--- src/include/ivs_consts.vh ---
`ifndef IVS_CONSTS_VH
`define IVS_CONSTS_VH

// ----------------------------------------
// Vector addresses (high byte at even address)
// ----------------------------------------
`define IVS_VEC_TIMEBASE    16'hFFDC
`define IVS_VEC_ADC         16'hFFDE
`define IVS_VEC_KEYBOARD    16'hFFE0
`define IVS_VEC_SER_TX      16'hFFE2
`define IVS_VEC_SER_RX      16'hFFE4
`define IVS_VEC_SER_ERR     16'hFFE6
`define IVS_VEC_SPI_TX      16'hFFE8
`define IVS_VEC_SPI_RX      16'hFFEA
`define IVS_VEC_T2_OVF      16'hFFEC
`define IVS_VEC_T2_CH1      16'hFFEE
`define IVS_VEC_T2_CH0      16'hFFF0
`define IVS_VEC_T1_OVF      16'hFFF2
`define IVS_VEC_T1_CH1      16'hFFF4
`define IVS_VEC_T1_CH0      16'hFFF6
`define IVS_VEC_LOOP_LOCK   16'hFFF8
`define IVS_VEC_EXT_PIN     16'hFFFA
`define IVS_VEC_SOFT_TRAP   16'hFFFC
`define IVS_VEC_RESET       16'hFFFE
// Base of the vector table and number of maskable sources
`define IVS_VEC_BASE        16'hFFDC
`define IVS_NUM_SRC         16

// ----------------------------------------
// Stack
// ----------------------------------------
`define IVS_SP_RESET        16'h00FF
`define IVS_INT_FRAME_BYTES 3'h5
`define IVS_CALL_BYTES      3'h2

// ----------------------------------------
// Source request bit positions (priority rises with index)
// ----------------------------------------
`define IVS_SRC_TIMEBASE    0
`define IVS_SRC_T1_CH0      13
`define IVS_SRC_EXT_PIN     15

`endif

--- src/hdl/ivs_exc_unit.v ---
`timescale 1ns/10ps
`include "ivs_consts.vh"

// Summary of operation
// - Vectors are fetched high byte first at the even address; timebase FFDC lowest, ADC FFDE, keyboard FFE0.
// - Async serial port vectors are transmit FFE2, receive FFE4 and error FFE6.
// - SPI transmit vector is FFE8 and SPI receive vector is FFEA.
// - Second timer vectors are overflow FFEC, channel 1 FFEE, channel 0 FFF0, priority rising.
// - First timer vectors are overflow FFF2, channel 1 FFF4, channel 0 FFF6, above second timer.
// - Interrupt entry pushes five bytes of processor registers before servicing.
// - The upper index byte is never stacked on interrupt entry.
// - A subroutine call pushes a two-byte return address.
// - The stack pointer decrements per byte pushed and increments per byte pulled.
// - The stack pointer is 16 bits and loads 00FF on reset.
module ivs_exc_unit
(
	core_clk,
	rst,
	irqReq,
	softTrapReq,
	callReq,
	pullReq,
	irqMaskBit,
	retPc,
	regX,
	regA,
	regCcr,
	busRdData,
	busReady,
	busAddr,
	busWrData,
	busWrite,
	busRead,
	stackPtr,
	vectorOut,
	entryDone,
	callDone,
	pullData,
	pullDone,
	busy
);
	input  wire        core_clk;
	input  wire        rst;
	input  wire [15:0] irqReq;
	input  wire        softTrapReq;
	input  wire        callReq;
	input  wire        pullReq;
	input  wire        irqMaskBit;
	input  wire [15:0] retPc;
	input  wire [7:0]  regX;
	input  wire [7:0]  regA;
	input  wire [7:0]  regCcr;
	input  wire [7:0]  busRdData;
	input  wire        busReady;
	output reg  [15:0] busAddr;
	output reg  [7:0]  busWrData;
	output reg         busWrite;
	output reg         busRead;
	output reg  [15:0] stackPtr;
	output reg  [15:0] vectorOut;
	output reg         entryDone;
	output reg         callDone;
	output reg  [7:0]  pullData;
	output reg         pullDone;
	output reg         busy;

	// ----------------------------------------
	// States
	// ----------------------------------------
	localparam ST_RESET_HI = 3'h0;
	localparam ST_RESET_LO = 3'h1;
	localparam ST_IDLE     = 3'h2;
	localparam ST_PUSH     = 3'h3;
	localparam ST_VEC_HI   = 3'h4;
	localparam ST_VEC_LO   = 3'h5;
	localparam ST_PULL     = 3'h6;

	reg  [2:0]  state;
	reg  [2:0]  slot;
	reg  [2:0]  pushLast;
	reg         isCall;
	reg  [15:0] vecAddr;
	reg  [7:0]  vecHigh;
	reg  [15:0] next_vec;
	reg         next_hit;
	wire [7:0]  frameByte;
	wire [2:0]  nextSlot;
	wire [15:0] chainVec [0:`IVS_NUM_SRC];
	wire        chainHit [0:`IVS_NUM_SRC];
	genvar      g;

	// ----------------------------------------
	// Source chain: a higher source overrides every lower one
	// ----------------------------------------
	// Chain start: nothing pending, reset vector as filler
	assign chainVec[0] = `IVS_VEC_RESET;
	assign chainHit[0] = 1'b0;

	generate
		for (g = 0; g < `IVS_NUM_SRC; g = g + 1)
		begin : g_src
			// Vector offset of this source, two bytes per entry
			localparam [31:0] SRC_OFS = g * 2;
			assign chainHit[g + 1] = chainHit[g] | irqReq[g];
			assign chainVec[g + 1] = irqReq[g] ? (`IVS_VEC_BASE + SRC_OFS[15:0])
				: chainVec[g];
		end
	endgenerate

	// ----------------------------------------
	// Request arbitration
	// ----------------------------------------
	always @*
	begin
		// Top of the chain is the highest pending source
		next_vec = chainVec[`IVS_NUM_SRC];
		// Mask blocks all 16 irqReq sources, but not the soft trap
		next_hit = chainHit[`IVS_NUM_SRC] & ~irqMaskBit;
		if (softTrapReq)
		begin
			next_hit = 1'b1;
			next_vec = `IVS_VEC_SOFT_TRAP;
		end
	end

	// Lookahead slot: the byte that the next push will carry
	assign nextSlot = slot + 3'h1;

	// Frame byte selection
	ivs_byte_sel u_sel
	(
		.slot      (nextSlot),
		.retPc     (retPc),
		.regX      (regX),
		.regA      (regA),
		.regCcr    (regCcr),
		.frameByte (frameByte)
	);

	// ----------------------------------------
	// Sequencer
	// ----------------------------------------
	always @(posedge core_clk)
	begin
		if (rst)
		begin
			// Bus idle, pulses low, stack at its reset value
			state     <= ST_RESET_HI;
			stackPtr  <= `IVS_SP_RESET;
			busAddr   <= `IVS_VEC_RESET;
			busWrData <= 8'h00;
			busWrite  <= 1'b0;
			busRead   <= 1'b0;
			vectorOut <= 16'h0000;
			vecAddr   <= `IVS_VEC_RESET;
			vecHigh   <= 8'h00;
			entryDone <= 1'b0;
			callDone  <= 1'b0;
			pullData  <= 8'h00;
			pullDone  <= 1'b0;
			busy      <= 1'b1;
			slot      <= 3'h0;
			pushLast  <= 3'h0;
			isCall    <= 1'b0;
		end
		else
		begin
			// Done pulses last one cycle
			entryDone <= 1'b0;
			callDone  <= 1'b0;
			pullDone  <= 1'b0;
			case (state)
				// reset fetches its own vector first
				ST_RESET_HI:
				begin
					vecAddr <= `IVS_VEC_RESET;
					busAddr <= `IVS_VEC_RESET;
					busRead <= 1'b1;
					state   <= ST_VEC_HI;
				end
				// Takes the highest pending request
				ST_IDLE:
				begin
					busy <= 1'b0;
					if (next_hit)
					begin
						vecAddr   <= next_vec;
						isCall    <= 1'b0;
						slot      <= 3'h0;
						pushLast  <= `IVS_INT_FRAME_BYTES - 3'h1;
						busAddr   <= stackPtr;
						busWrData <= retPc[7:0];
						busWrite  <= 1'b1;
						busy      <= 1'b1;
						state     <= ST_PUSH;
					end
					else if (callReq)
					begin
						isCall    <= 1'b1;
						slot      <= 3'h0;
						pushLast  <= `IVS_CALL_BYTES - 3'h1;
						busAddr   <= stackPtr;
						busWrData <= retPc[7:0];
						busWrite  <= 1'b1;
						busy      <= 1'b1;
						state     <= ST_PUSH;
					end
					else if (pullReq)
					begin
						stackPtr <= stackPtr + 16'h0001;
						busAddr  <= stackPtr + 16'h0001;
						busRead  <= 1'b1;
						busy     <= 1'b1;
						state    <= ST_PULL;
					end
				end
				// Writes one frame byte per ready
				ST_PUSH:
				begin
					if (busReady)
					begin
						stackPtr <= stackPtr - 16'h0001;
						if (slot == pushLast)
						begin
							busWrite <= 1'b0;
							if (isCall)
							begin
								callDone <= 1'b1;
								busy     <= 1'b0;
								state    <= ST_IDLE;
							end
							else
							begin
								busAddr <= vecAddr;
								busRead <= 1'b1;
								state   <= ST_VEC_HI;
							end
						end
						else
						begin
							slot      <= nextSlot;
							busAddr   <= stackPtr - 16'h0001;
							busWrData <= frameByte;
						end
					end
				end
				// high byte at even address first
				ST_VEC_HI:
				begin
					if (busReady)
					begin
						vecHigh <= busRdData;
						busAddr <= vecAddr | 16'h0001;
						state   <= ST_VEC_LO;
					end
				end
				// Low vector byte completes the entry
				ST_VEC_LO:
				begin
					if (busReady)
					begin
						vectorOut <= {vecHigh, busRdData};
						busRead   <= 1'b0;
						entryDone <= 1'b1;
						busy      <= 1'b0;
						state     <= ST_IDLE;
					end
				end
				// Reads the byte just above the old stack top
				ST_PULL:
				begin
					if (busReady)
					begin
						pullData <= busRdData;
						busRead  <= 1'b0;
						pullDone <= 1'b1;
						busy     <= 1'b0;
						state    <= ST_IDLE;
					end
				end
				// Unused codes fall back to idle
				default:
					state <= ST_IDLE;
			endcase
		end
	end
endmodule // ivs_exc_unit

--- src/hdl/ivs_byte_sel.v ---
`timescale 1ns/10ps
`include "ivs_consts.vh"

// Picks the frame byte to push for a given slot of the entry frame
module ivs_byte_sel
(
	slot,
	retPc,
	regX,
	regA,
	regCcr,
	frameByte
);
	input  wire [2:0]  slot;
	input  wire [15:0] retPc;
	input  wire [7:0]  regX;
	input  wire [7:0]  regA;
	input  wire [7:0]  regCcr;
	output reg  [7:0]  frameByte;

	// ----------------------------------------
	// Byte order: PC low, PC high, X, A, CCR
	// ----------------------------------------
	always @*
	begin
		case (slot)
			3'h0: frameByte = retPc[7:0];
			3'h1: frameByte = retPc[15:8];
			3'h2: frameByte = regX;
			3'h3: frameByte = regA;
			3'h4: frameByte = regCcr;
			default: frameByte = 8'h00;
		endcase
	end
endmodule // ivs_byte_sel

--- config.mk ---
export PLATFORM = sky130hd
export DESIGN_NAME = ivs_exc_unit
export DESIGN_NICKNAME = d
export VERILOG_FILES = /design/src/hdl/ivs_exc_unit.v /design/src/hdl/ivs_byte_sel.v
export VERILOG_INCLUDE_DIRS = /design/src /design/src/include
export SDC_FILE = /design/constraint.sdc
export NUM_CORES = 1
export LEC_CHECK = 0
export ABC_CLOCK_PERIOD_IN_PS = 6750
export BUFFER_PORTS_ARGS = -buffer_cell sky130_fd_sc_hd__buf_4
export CORE_MARGIN = 2
export CORE_UTILIZATION = 35
export DETAILED_ROUTE_END_ITERATION = 8
export GPL_TIMING_DRIVEN = 0
export REMOVE_ABC_BUFFERS = 1
export SETUP_SLACK_MARGIN = 0.3
export SLEW_MARGIN = 30
export SYNTH_ARGS = -nofsm -noshare
export SYNTH_HDL_FRONTEND = slang
export SYNTH_SLANG_ARGS = --single-unit
--- constraint.sdc ---
create_clock -name core_clk -period 6.75 [get_ports core_clk]
set_input_delay 0.3375 -clock core_clk [delete_from_list [all_inputs] [get_ports core_clk]]
set_output_delay 0.3375 -clock core_clk [all_outputs]
set_load 0.05 [all_outputs]
==> Word level (Yosys, flattened, before mapping) <==
Index checks and enable logic that the tools add are counted.
{ "word_totals": {"reg_bits": 104, "in_bits": 71, "out_inout_bits": 70, "word_cells": 167} }
{ "op_classes": {"n_addsub": 3, "n_eq_ne": 24, "muxes": 77, "n_bitwise": 22, "reduce_logical": 24} }
{ "ops": {"columns": ["op", "count"], "rows": [
  ["16-bit 2-to-1 mux", 12],
  ["6-bit 2-to-1 mux", 16],
  ["16-bit one-hot mux with 2 select lines", 2],
  ["16-bit one-hot mux with 4 select lines", 1],
  ["3-bit 2-to-1 mux", 14],
  ["8-bit one-hot mux with 5 select lines", 1],
  ["8-bit 2-to-1 mux", 4],
  ["1-bit 2-to-1 mux", 21],
  ["2-bit inequality test (second input constant)", 10],
  ["5-bit AND reduction", 4],
  ["16-bit by 1-bit adder with 16-bit output (second input constant)", 1],
  ["8-bit one-hot mux with 2 select lines", 1],
  ["16-bit by 1-bit subtractor with 16-bit output (second input constant)", 1],
  ["1-bit bitwise OR", 15],
  ["3-bit one-hot mux with 5 select lines", 1],
  ["3-bit by 2-bit equality test with 1-bit output (second input constant)", 4],
  ["3-bit equality test (second input constant)", 4],
  ["2-bit AND reduction", 5],
  ["4-bit AND reduction", 2],
  ["8-bit AND reduction", 1],
  ["4-bit nonzero test", 2],
  ["3-bit zero test", 2],
  ["3-bit inequality test (second input constant)", 2],
  ["1-bit NOT", 6],
  ["14 further kinds", 18]
]} }

==> Depth between registers and ports, before layout <==
Gate-level depths: netlist (run 1).
{ "logic_depth": {"word_depth": 19, "ltp_mapped": 10} }

==> Cells and area by module <==
From an unflattened synthesis (run 1), not the netlist that was laid out.
{ "hier_totals": {"cells_unflattened": 712, "area_unflattened_um2": 5474.0} }
{ "modules_own_cells": {"columns": ["mod", "instances", "cells_per_inst", "area_per_inst_um2", "seq_area_each_um2"], "rows": [
  ["ivs_exc_unit", 1, 669, 5114.9, 1821.7],
  ["ivs_byte_sel", 1, 43, 359.1, 0.0]
]} }

==> Least setup slack after synthesis (run 1) <==
Ideal clock, no wire load.
{ "synth_timing": {"path_type": "register -> register", "from": "register stackPtr[0]", "to": "register busAddr[7]", "setup_time_ps": 123, "t_arrival_ps": 2595, "required_time_ps": 6627, "path_slack_ps": 4031, "path_stages_with_launch": 9, "path_buffers": 2, "synth_period_minus_slack_ps": 2719, "path_cell_list": "dfxtp_1 -> buf_6 -> or4_1 -> buf_2 -> nor4_1 -> xnor2_1 -> nor2_1 -> or4b_2 -> o32a_2"} }
{ "synth_between": {"elab_chain_len": 5, "word_cells_on_any_way": 8, "cone_classes": "2 x add/sub; 6 x mux"} }
{ "synth_rtl": {"columns": ["item", "line", "rtl"], "rows": [
  ["from (decl)", "ivs_exc_unit.v:59", "output reg [15:0] stackPtr;"],
  ["from (signal assigned)", "ivs_exc_unit.v:149", "stackPtr <= `IVS_SP_RESET;"],
  ["from (signal assigned)", "ivs_exc_unit.v:210", "stackPtr <= stackPtr + 16'h0001;"],
  ["from (signal assigned)", "ivs_exc_unit.v:222", "stackPtr <= stackPtr - 16'h0001;"],
  ["16-bit by 1-bit adder with 16-bit output", "ivs_exc_unit.v:211", "busAddr <= stackPtr + 16'h0001;"],
  ["16-bit 2-to-1 mux", "ivs_exc_unit.v:208", "else if (pullReq)"],
  ["16-bit 2-to-1 mux", "ivs_exc_unit.v:197", "else if (callReq)"],
  ["16-bit 2-to-1 mux", "ivs_exc_unit.v:185", "if (next_hit)"],
  ["16-bit one-hot mux with 4 select lines (*)", "ivs_exc_unit.v:172", "case (state)"],
  ["to (signal assigned)", "ivs_exc_unit.v:177", "busAddr <= `IVS_VEC_RESET;"],
  ["to (signal assigned)", "ivs_exc_unit.v:202", "busAddr <= stackPtr;"],
  ["to (signal assigned)", "ivs_exc_unit.v:211", null],
  ["to (decl)", "ivs_exc_unit.v:55", "output reg [15:0] busAddr;"]
]} }
Mark *: on every way between the ends. The rest lies on a longest branch, timed or not. The select of a mux whose other input is x is not followed.
A chain may end at the register's enable or synchronous reset.

==> Worst setup path in the final report (run 1) <==
{ "layout_timing": {"from": "register state[0]", "to": "register busAddr[7]"} }
{ "layout_between": {"elab_chain_len": 3, "word_cells_on_any_way": 11, "cone_classes": "7 x eq/ne; 1 x mux; 3 x reduce/logical"} }
{ "layout_rtl": {"columns": ["item", "line", "rtl"], "rows": [
  ["from (decl)", "ivs_exc_unit.v:78", "reg [2:0] state;"],
  ["from (signal assigned)", "ivs_exc_unit.v:148", "state <= ST_RESET_HI;"],
  ["from (signal assigned)", "ivs_exc_unit.v:179", "state <= ST_VEC_HI;"],
  ["from (signal assigned)", "ivs_exc_unit.v:195", "state <= ST_PUSH;"],
  ["3-bit by 2-bit equality test with 1-bit output (tied with other cells)", "ivs_exc_unit.v:172", null],
  ["4-bit inequality test (no source line) (tied with other cells)", null, null],
  ["5-bit AND reduction (no source line)", null, null],
  ["to (signal assigned)", "ivs_exc_unit.v:177", null],
  ["to (signal assigned)", "ivs_exc_unit.v:191", "busAddr <= stackPtr;"],
  ["to (signal assigned)", "ivs_exc_unit.v:202", null]
]} }
Several ways; a longest one is shown, not always the timed one.

==> results.sh, run 1 <==
export IMPL_grt_setup_unrepaired="no"
export IMPL_cp_depth=6
export IMPL_drive_gt1_share_pct=22.54
export IMPL_max_slew_margin_rel_pct=40.91
export IMPL_grt_max_degree=73
export IMPL_die_area_um2=15770
export IMPL_cts_buffer_depth=2
export IMPL_cts_htree_levels=3
export IMPL_synth_cell_types=72
export IMPL_path_clk_slew_ns=0.07
export IMPL_grt_overflow_total=0
export IMPL_setup_worst_path_class="flop to flop"
export IMPL_synth_area_per_cell_um2=7.393
export IMPL_synth_area_top_cells="dfxtp_1, nand2_1, a21oi_1, o21ai_0, nor2_1"
export IMPL_ys_seq_elements=91
export IMPL_cp_common_cell="nor2_1"
export IMPL_crit_end="busAddr[7]"
export IMPL_ioPinCount=141
export IMPL_max_stage_delay_ns=0.90
export IMPL_totalPowerFinal_w=0.001399
export IMPL_final_common_cell="buf_4"
export IMPL_syn2layout_area_growth_pct=26.43
export IMPL_synth_warnings=0
export IMPL_p_leak_nw=2.545
export IMPL_slew_viol_final=0
export IMPL_cp_startpoint="state[0]"
export IMPL_syn_instance_count=700
export IMPL_crit_family="simple AND/OR/NAND/NOR gates"
export IMPL_hold_ws_ns=0.2449
export IMPL_tns_ns=0
export IMPL_initial_core_util_pct=35.74
export IMPL_synth_top_area_cell="dfxtp_1"
export IMPL_cts_buffers=9
export IMPL_synth_top_family_by_area="simple AND/OR/NAND/NOR gates"
export IMPL_layout_common_cells="buf_4, nand2_1, dfxtp_1"
export IMPL_synthMuxAreaShare_pct=0.5803
export IMPL_grt_total_usage_pct=20.98
export IMPL_synth_simple_area_share_pct=27.03
export IMPL_synth_seq_area_share_pct=35.20
export IMPL_ys_flop_type="dfxtp_1"
export IMPL_ctsHoldBuffers=0
export IMPL_grt_pass1_vias=5184
export IMPL_clock_sink_count=91
export IMPL_r2r_cells=6
export IMPL_core_area_um2=14480
export IMPL_fin_crit_ns=3.377
export IMPL_hold_path_class="input port to flop"
export IMPL_cts_tree="yes"
export IMPL_cp_cell_sequence="nor2_1 -> nand2_1 -> nor2_1 -> a21oi_1 -> or4b_2 -> o32a_2"
export IMPL_drc=0
export IMPL_ff2ff_setup_slack_ns=3.37
export IMPL_port_buffers=140
export IMPL_die_w_um=125.6
export IMPL_status="finished clean"
export IMPL_setup_viol_count_final=0
export IMPL_routabilityCongestion=0.9066
export IMPL_root_buffer="clkbuf_16"
export IMPL_powerDensity_nw_per_um2=213.8
export IMPL_arrival_ns=3.62
export IMPL_cp_required_ns=6.99
export IMPL_place_hpwl_um=11780
export IMPL_rows=44
export IMPL_hold_viol_final=0
export IMPL_routed_via_density=5.657
export IMPL_cts_resized=0
export IMPL_vdd_drop_max_uv=174.2
export IMPL_regToRegStartpoint="state[0]"
export IMPL_postCtsSetupBuffers=0
export IMPL_synthAdderAreaFrac_pct=1.934
export IMPL_timing_final_crit_share_pct=50.03
export IMPL_crit_path_end_kind="flop"
export IMPL_clock_latency_ns=0.35
export IMPL_tightest_slew_ns=0.8853
export IMPL_wl_um=16720
export IMPL_grt_pass1_wl_um=26970
export IMPL_drtPass1Iterations=9
export IMPL_fmax_mhz=296.1
export IMPL_drt_first_iter_violations=556
export IMPL_diodes=0
export IMPL_synth_top_cell_area_share_pct=35.20
export IMPL_rr_endpoint="busAddr[7]"
export IMPL_async_reset_ff_share_pct=0
export IMPL_wire_per_inst_um=16.94
export IMPL_cap_violations=0
export IMPL_antenna_found_initial=0
export IMPL_fillers=1471
export IMPL_final_antenna_net_count=0
export IMPL_crit_path_top_delay_cell="dfxtp_1"
export IMPL_synth_compound_area_share_pct=25.85
export IMPL_path_buf_inv=0
export IMPL_nets=877
export IMPL_yosys_area_share_xor_xnor_pct=3.723
export IMPL_cp_start_kind="flop"
export IMPL_die_y_um=125.6
export IMPL_critPathMaxFanout=25
export IMPL_skew_ns=0.009781
export IMPL_synth_edf_count=0
export IMPL_vias=5583
export IMPL_syn_cell_area_um2=5175
layer usage:
metal / global-route usage [%] / wire (um) / vias to the layer above
met2: 34.75 / 7831 / 255
met5: 0 / 0 / -
li1: - / - / 2711
met4: 4.379 / 172 / 0
met3: 5.434 / 1330 / 12
met1: 27.66 / 7385 / 2605
layout make-up:
| class | count | area, um^2 | share of cell area (%) |
|---|---|---|---|
| multi-input cells | 541 | 3079 | 47.06 |
| clock buffers | 9 | 225.2 | 3.442 |
| repair buffers | 142 | 1074 | 16.41 |
| clock inverters | 7 | 63.81 | 0.9753 |
| inverters | 13 | 48.80 | 0.7458 |
| well taps | 184 | 230.2 | 3.519 |
| flip-flops and latches | 91 | 1822 | 27.84 |
per-stage QoR:
step                      worst slack, ns  cell area, um^2  util [%]  cells
after floorplan                     4.111             4930         -    645
after global placement              3.310             6211     42.90    969
after detailed placement            3.459             6247     43.15    971
after CTS                           3.447             6536     45.14    987
after global routing                3.189             6543     45.19    987
final                               3.373             6543     45.19    987
how the worst min path moves through the flow:
stage | start | end | cells after the start | slack (ns)
floorplan | rst | busWrite | 1 | 0.41
detailed placement | pullData[4] | pullData[4] | 2 | 0.45
finish | busRdData[2] | vectorOut[2] | 3 | 0.24
global route | busRdData[2] | vectorOut[2] | 3 | 0.24
CTS | busRdData[2] | vectorOut[2] | 3 | 0.23
global placement | vecHigh[3] | vectorOut[11] | 2 | 0.44
cell usage after synthesis (all sizes together) (4+ instances only):
master,instances
a21o,4
a21oi,74
a221oi,9
a222oi,8
a2bb2oi,6
a31oi,9
and2,7
and3,5
buf,19
clkbuf,36
dfxtp,91
ha,8
inv,12
nand2,125
nand2b,5
nand3,17
nand3b,4
nand4,7
nor2,60
nor2b,5
nor3,30
nor4,9
o211ai,5
o21ai,48
o31a,4
o31ai,4
o32a,4
or2,7
or3,10
or4,5
xnor2,14
xor2,8
logic make-up (layout without fill, tap and decap cells):
family,Yosys count,in the layout
AND/OR/NAND/NOR,300,300
buffers and inverters,68,171
flip-flops,91,91
adder cells (fa/ha/maj),8,8
multiplexers,3,3
XOR/XNOR,22,22
AO/OA/AOI/OAI,208,208
state kept, by name, summed over array words and instances (netlist names):
signal and flops:
busAddr 16, busRead 1, busWrData 8, busWrite 1, busy 1, callDone 1, entryDone 1, pullData 8
pullDone 1, pushLast 2, slot 3, stackPtr 16, state 3, vecAddr 5, vecHigh 8, vectorOut 16
report_power, final:
group          internal (W)  switching [W]
registers          0.000565      0.0000320
logic              0.000111       0.000196
clock network      0.000259       0.000237
tightest hold or removal path, delay by kind of cell:
family,cells,cell delay (ns)
buffers and inverters,1,0.12
AO/OA/AOI/OAI,1,0.05
AND/OR/NAND/NOR,1,0.05
(Power assumes the default switching activity.)
==> run 2, diff against run 1 <==
--- a/config.mk
+++ b/config.mk
@@ -6,7 +6,7 @@
 export SDC_FILE = /design/constraint.sdc
 export NUM_CORES = 1
 export LEC_CHECK = 0
-export ABC_CLOCK_PERIOD_IN_PS = 6750
+export ABC_CLOCK_PERIOD_IN_PS = 2800
 export BUFFER_PORTS_ARGS = -buffer_cell sky130_fd_sc_hd__buf_4
 export CORE_MARGIN = 2
 export CORE_UTILIZATION = 35
==> constraint.sdc (replaced) <==
create_clock -name core_clk -period 2.8 [get_ports core_clk]
set_input_delay 0.14 -clock core_clk [delete_from_list [all_inputs] [get_ports core_clk]]
set_output_delay 0.14 -clock core_clk [all_outputs]
set_load 0.05 [all_outputs]
==> results.sh, run 2 (synthesized netlist as in run 1, its figures left out) <==
export IMPL_clock_sink_count=91
export IMPL_arrival_ns=2.81
export IMPL_grt_max_degree=73
export IMPL_ioPinCount=141
export IMPL_internal_power_w=0.002260
export IMPL_rr_endpoint="busAddr[7]"
export IMPL_diodes=0
export IMPL_drt_first_iter_violations=527
export IMPL_tns_ns=0
export IMPL_hold_path_class="input port to flop"
export IMPL_wire_per_inst_um=17.09
export IMPL_max_stage_delay_ns=0.72
export IMPL_cap_violations=0
export IMPL_initial_core_util_pct=35.74
export IMPL_slew_viol_final=0
export IMPL_fillers=1468
export IMPL_cp_start_kind="flop"
export IMPL_max_slew_margin_rel_pct=47.40
export IMPL_vdd_drop_max_uv=421.4
export IMPL_fmax_mhz=389.2
export IMPL_path_buf_inv=0
export IMPL_final_common_cell="buf_4"
export IMPL_drive_gt1_share_pct=23.95
export IMPL_cp_required_ns=3.04
export IMPL_syn2layout_area_growth_pct=27.85
export IMPL_grt_total_usage_pct=21.18
export IMPL_grt_pass1_wl_um=27170
export IMPL_antenna_found_initial=0
export IMPL_clock_latency_ns=0.35
export IMPL_place_hpwl_um=11780
export IMPL_die_area_um2=15770
export IMPL_pwr_share_clk_pct=35.3
export IMPL_final_antenna_net_count=0
export IMPL_vias=5594
export IMPL_p_sw_share_pct=33.36
export IMPL_ff2ff_setup_slack_ns=0.23
export IMPL_die_w_um=125.6
export IMPL_wl_um=16920
export IMPL_p_sw_w=0.001132
export IMPL_nets=880
export IMPL_grt_pass1_vias=5210
export IMPL_hold_viol_final=0
export IMPL_drtPass1Iterations=6
export IMPL_fin_crit_ns=2.570
export IMPL_dp_cells=971
export IMPL_skew_ns=0.01018
export IMPL_timing_final_crit_share_pct=91.77
export IMPL_path_clk_slew_ns=0.07
export IMPL_cts_htree_levels=3
export IMPL_cts_tree="yes"
export IMPL_drc=0
export IMPL_setup_viol_count_final=0
export IMPL_routed_via_density=5.651
export IMPL_reg_largest_list="busAddr: 16 flops, stackPtr: 16 flops, vectorOut: 16 flops"
export IMPL_p_seq_share_pct=42.5
export IMPL_crit_path_top_delay_cell="or4_1"
export IMPL_grt_setup_unrepaired="yes"
export IMPL_status="finished clean"
export IMPL_powerDensity_nw_per_um2=512.7
export IMPL_core_area_um2=14480
export IMPL_ctsHoldBuffers=0
export IMPL_routabilityCongestion=0.9066
export IMPL_cts_buffers=9
export IMPL_crit_path_end_kind="flop"
export IMPL_cp_depth=6
export IMPL_comb_power_share_pct=22.2
export IMPL_cp_startpoint="stackPtr[0]"
export IMPL_setup_worst_path_class="flop to flop"
export IMPL_instances_no_fill=990
export IMPL_totalPowerFinal_w=0.003392
export IMPL_layout_common_cells="buf_4, nand2_1, dfxtp_1"
export IMPL_rows=44
export IMPL_cts_buffer_depth=2
export IMPL_tightest_slew_ns=0.7889
export IMPL_crit_end="busAddr[7]"
export IMPL_grt_overflow_total=0
export IMPL_cp_cell_sequence="or4_1 -> nor4_2 -> xnor2_1 -> nor2_1 -> or4b_2 -> o32a_2"
export IMPL_die_y_um=125.6
export IMPL_p_leak_nw=2.569
export IMPL_critPathMaxFanout=11
export IMPL_root_buffer="clkbuf_16"
export IMPL_port_buffers=140
export IMPL_regToRegStartpoint="stackPtr[0]"
export IMPL_crit_family="simple AND/OR/NAND/NOR gates"
export IMPL_r2r_cells=6
## run 2: area by class of cell
class / instances / area [um^2] / share of cell area (%)
sequential: 91 / 1828 / 27.63
timing repair buffer: 145 / 1096 / 16.57
inverter: 13 / 48.80 / 0.7375
clock buffer: 9 / 225.2 / 3.404
multi-input combinational: 541 / 3124 / 47.22
clock inverter: 7 / 63.81 / 0.9644
tap: 184 / 230.2 / 3.480
## run 2: metal layers
| layer | wire, um | global-route usage, % | part of all wire (%) | vias to the layer above |
|---|---|---|---|---|
| met2 | 7900 | 35.04 | 47 | 251 |
| met5 | 0 | 0 | 0 | - |
| li1 | - | - | - | 2711 |
| met4 | 165 | 4.444 | 0.98 | 0 |
| met3 | 1317 | 5.605 | 7.8 | 13 |
| met1 | 7531 | 27.87 | 45 | 2619 |
## run 2: what timing repair did
action                                  in CTS  in global routing
buffers inserted                             3                  0
endpoints found under the setup margin      43                 33
cloned                                       0                  0
pin swaps                                    1                  0
resized for setup                            8                  7
## run 2: worst min-delay path: stages
cell,delay [ns]
buf_4,0.12
nand2_1,0.05
a21oi_1,0.05
## run 2: worst min-delay path by stage
stage | from | to | slack, ns | depth (start not counted)
5_1_grt | busRdData[2] | vectorOut[2] | 0.04 | 3
4_1_cts | busRdData[2] | vectorOut[2] | 0.03 | 3
2_1_floorplan | rst | busWrite | 0.21 | 1
3_3_place_gp | busRdData[6] | vecHigh[6] | 0.41 | 3
3_5_place_dp | busRdData[0] | pullData[0] | 0.42 | 3
6_report | busRdData[2] | vectorOut[2] | 0.05 | 3
## run 2: through the flow
stage | instance area, um^2 | hold slack [ns] | worst slack, ns | utilization, %
after global placement | 6211 | 0.4099 | -0.6403 | 42.90
after floorplan | 4930 | 0.2091 | 0.1608 | -
final | 6616 | 0.04829 | 0.2305 | 45.70
after CTS | 6583 | 0.03496 | 0.1536 | 45.46
after global routing | 6616 | 0.03754 | 0.06455 | 45.70
after detailed placement | 6247 | 0.4153 | -0.4906 | 43.15
## run 2: power by group through the flow
stage                     Sequential (W)  Clock, W  Combinational [W]
after global placement           0.00146         0           0.000718
after CTS                        0.00144   0.00123           0.000744
after floorplan                  0.00160         0           0.000301
final                            0.00144   0.00120           0.000753
after detailed placement         0.00147         0           0.000732
after global routing             0.00145   0.00129           0.000814
==> run 3, diff against run 2 <==
--- a/config.mk
+++ b/config.mk
@@ -6,14 +6,14 @@
 export SDC_FILE = /design/constraint.sdc
 export NUM_CORES = 1
 export LEC_CHECK = 0
-export ABC_CLOCK_PERIOD_IN_PS = 2800
+export ABC_CLOCK_PERIOD_IN_PS = 2700
 export BUFFER_PORTS_ARGS = -buffer_cell sky130_fd_sc_hd__buf_4
 export CORE_MARGIN = 2
 export CORE_UTILIZATION = 35
 export DETAILED_ROUTE_END_ITERATION = 8
 export GPL_TIMING_DRIVEN = 0
 export REMOVE_ABC_BUFFERS = 1
-export SETUP_SLACK_MARGIN = 0.3
+export SETUP_SLACK_MARGIN = 0.15
 export SLEW_MARGIN = 30
 export SYNTH_ARGS = -nofsm -noshare
 export SYNTH_HDL_FRONTEND = slang
==> constraint.sdc (replaced) <==
create_clock -name core_clk -period 2.7 [get_ports core_clk]
set_input_delay 0.135 -clock core_clk [delete_from_list [all_inputs] [get_ports core_clk]]
set_output_delay 0.135 -clock core_clk [all_outputs]
set_load 0.05 [all_outputs]
==> results.sh, run 3 (synthesized netlist as in run 1, its figures left out) <==
export IMPL_tightest_slew_ns=0.7889
export IMPL_die_w_um=125.6
export IMPL_fin_util_pct=45.70
export IMPL_status="finished clean"
export IMPL_dp_cells=971
export IMPL_arrival_ns=2.81
export IMPL_vias=5594
export IMPL_slew_viol_final=0
export IMPL_clock_latency_ns=0.35
export IMPL_crit_path_end_kind="flop"
export IMPL_cap_violations=0
export IMPL_cts_htree_levels=3
export IMPL_skew_ns=0.01018
export IMPL_final_antenna_net_count=0
export IMPL_max_slew_margin_rel_pct=47.40
export IMPL_powerDensity_nw_per_um2=531.6
export IMPL_final_common_cell="buf_4"
export IMPL_instances_no_fill=990
export IMPL_wire_per_inst_um=17.09
export IMPL_setup_worst_path_class="flop to flop"
export IMPL_diodes=0
export IMPL_initial_core_util_pct=35.74
export IMPL_clock_sink_count=91
export IMPL_cp_start_kind="flop"
export IMPL_p_seq_share_pct=42.5
export IMPL_grt_total_usage_pct=21.18
export IMPL_routed_via_density=5.651
export IMPL_layout_common_cells="buf_4, nand2_1, dfxtp_1"
export IMPL_critPathMaxFanout=11
export IMPL_wl_um=16920
export IMPL_p_leak_nw=2.569
export IMPL_ctsHoldBuffers=0
export IMPL_nets=880
export IMPL_reg_largest_list="busAddr: 16 flops, stackPtr: 16 flops, vectorOut: 16 flops"
export IMPL_routabilityCongestion=0.9066
export IMPL_internal_power_w=0.002344
export IMPL_grt_pass1_vias=5210
export IMPL_vdd_drop_max_uv=437.0
export IMPL_place_hpwl_um=11780
export IMPL_timing_final_crit_share_pct=95.17
export IMPL_root_buffer="clkbuf_16"
export IMPL_path_clk_slew_ns=0.07
export IMPL_die_y_um=125.6
export IMPL_port_buffers=140
export IMPL_rows=44
export IMPL_drtPass1Iterations=6
export IMPL_fin_crit_ns=2.570
export IMPL_cts_tree="yes"
export IMPL_cp_required_ns=2.94
export IMPL_antenna_found_initial=0
export IMPL_grt_max_degree=73
export IMPL_syn2layout_area_growth_pct=27.85
export IMPL_setup_viol_count_final=0
export IMPL_p_sw_w=0.001174
export IMPL_cts_buffers=9
export IMPL_hold_path_class="input port to flop"
export IMPL_grt_pass1_wl_um=27170
export IMPL_drt_first_iter_violations=527
export IMPL_grt_overflow_total=0
export IMPL_ioPinCount=141
export IMPL_drc=0
export IMPL_p_sw_share_pct=33.36
export IMPL_die_area_um2=15770
export IMPL_cts_buffer_depth=2
export IMPL_comb_power_share_pct=22.2
export IMPL_pwr_share_clk_pct=35.3
export IMPL_core_area_um2=14480
export IMPL_drive_gt1_share_pct=23.95
export IMPL_grt_setup_unrepaired="yes"
export IMPL_fmax_mhz=389.2
export IMPL_hold_viol_final=0
==> run 3: cell counts in the layout (fill, tap and decap cells not counted) <==
Identical to the previous run, type by type.
==> run 3: final timing paths <==
kind / slack [ns] / endpoint / start / depth (start not counted)
setup / recovery: 0.13 / busAddr[7] / stackPtr[0] / 6
hold / removal: 0.04 / vectorOut[2] / busRdData[2] / 3
setup reg to reg: 0.13 / busAddr[7] / stackPtr[0] / 6
hold reg to reg: 0.46 / pullData[4] / pullData[4] / 2
==> run 3: cell type report <==
type / instances / area (um^2)
clock buffers: 9 / 225.2
well taps: 184 / 230.2
repair buffers: 145 / 1096
inverters: 13 / 48.80
fillers: 1468 / 7863
clock inverters: 7 / 63.81
multi-input cells: 541 / 3124
flip-flops and latches: 91 / 1828
==> run 3: through the flow <==
| stage | TNS (ns) | setup slack, ns | hold slack [ns] | power, W | instance area, um^2 |
|---|---|---|---|---|---|
| after global routing | -0.03545 | -0.03545 | 0.03254 | 0.003690 | 6616 |
| after floorplan | 0 | 0.06080 | 0.2041 | 0.001968 | 4930 |
| final | 0 | 0.1305 | 0.04329 | 0.003518 | 6616 |
| after global placement | -25.39 | -0.7403 | 0.4049 | 0.002261 | 6211 |
| after detailed placement | -10.16 | -0.5906 | 0.4103 | 0.002279 | 6247 |
| after CTS | 0 | 0.04160 | 0.02996 | 0.003543 | 6581 |
==> run 3: power groups by stage <==
| stage | logic, W | clock network (W) | registers (W) |
|---|---|---|---|
| 3_3_place_gp | 0.000744 | 0 | 0.00152 |
| 3_5_place_dp | 0.000759 | 0 | 0.00152 |
| 6_report | 0.000781 | 0.00124 | 0.00150 |
| 2_1_floorplan | 0.000313 | 0 | 0.00165 |
| 4_1_cts | 0.000771 | 0.00128 | 0.00149 |
| 5_1_grt | 0.000844 | 0.00134 | 0.00151 |
==> run 3: what timing repair did <==
item / 4_1_cts / 5_1_grt
resized for setup: 7 / 8
cloned: 0 / 0
pin swaps: 1 / 0
setup buffers: 3 / 0
endpoints found under the setup margin: 42 / 28
==> run 3: worst max-delay path, cell delays in order (launching register included) <==
cell and delay [ns]:
dfxtp_1 0.43, or4_1 0.72, nor4_2 0.28, xnor2_1 0.18, nor2_1 0.05, or4b_2 0.60
o32a_2 0.19
==> run 3: metal layers <==
metal	routed length [um]	track usage, %	vias up
met5	0	0	-
met2	7900	35.04	251
met4	165	4.444	0
met1	7531	27.87	2619
met3	1317	5.605	13
li1	-	-	2711
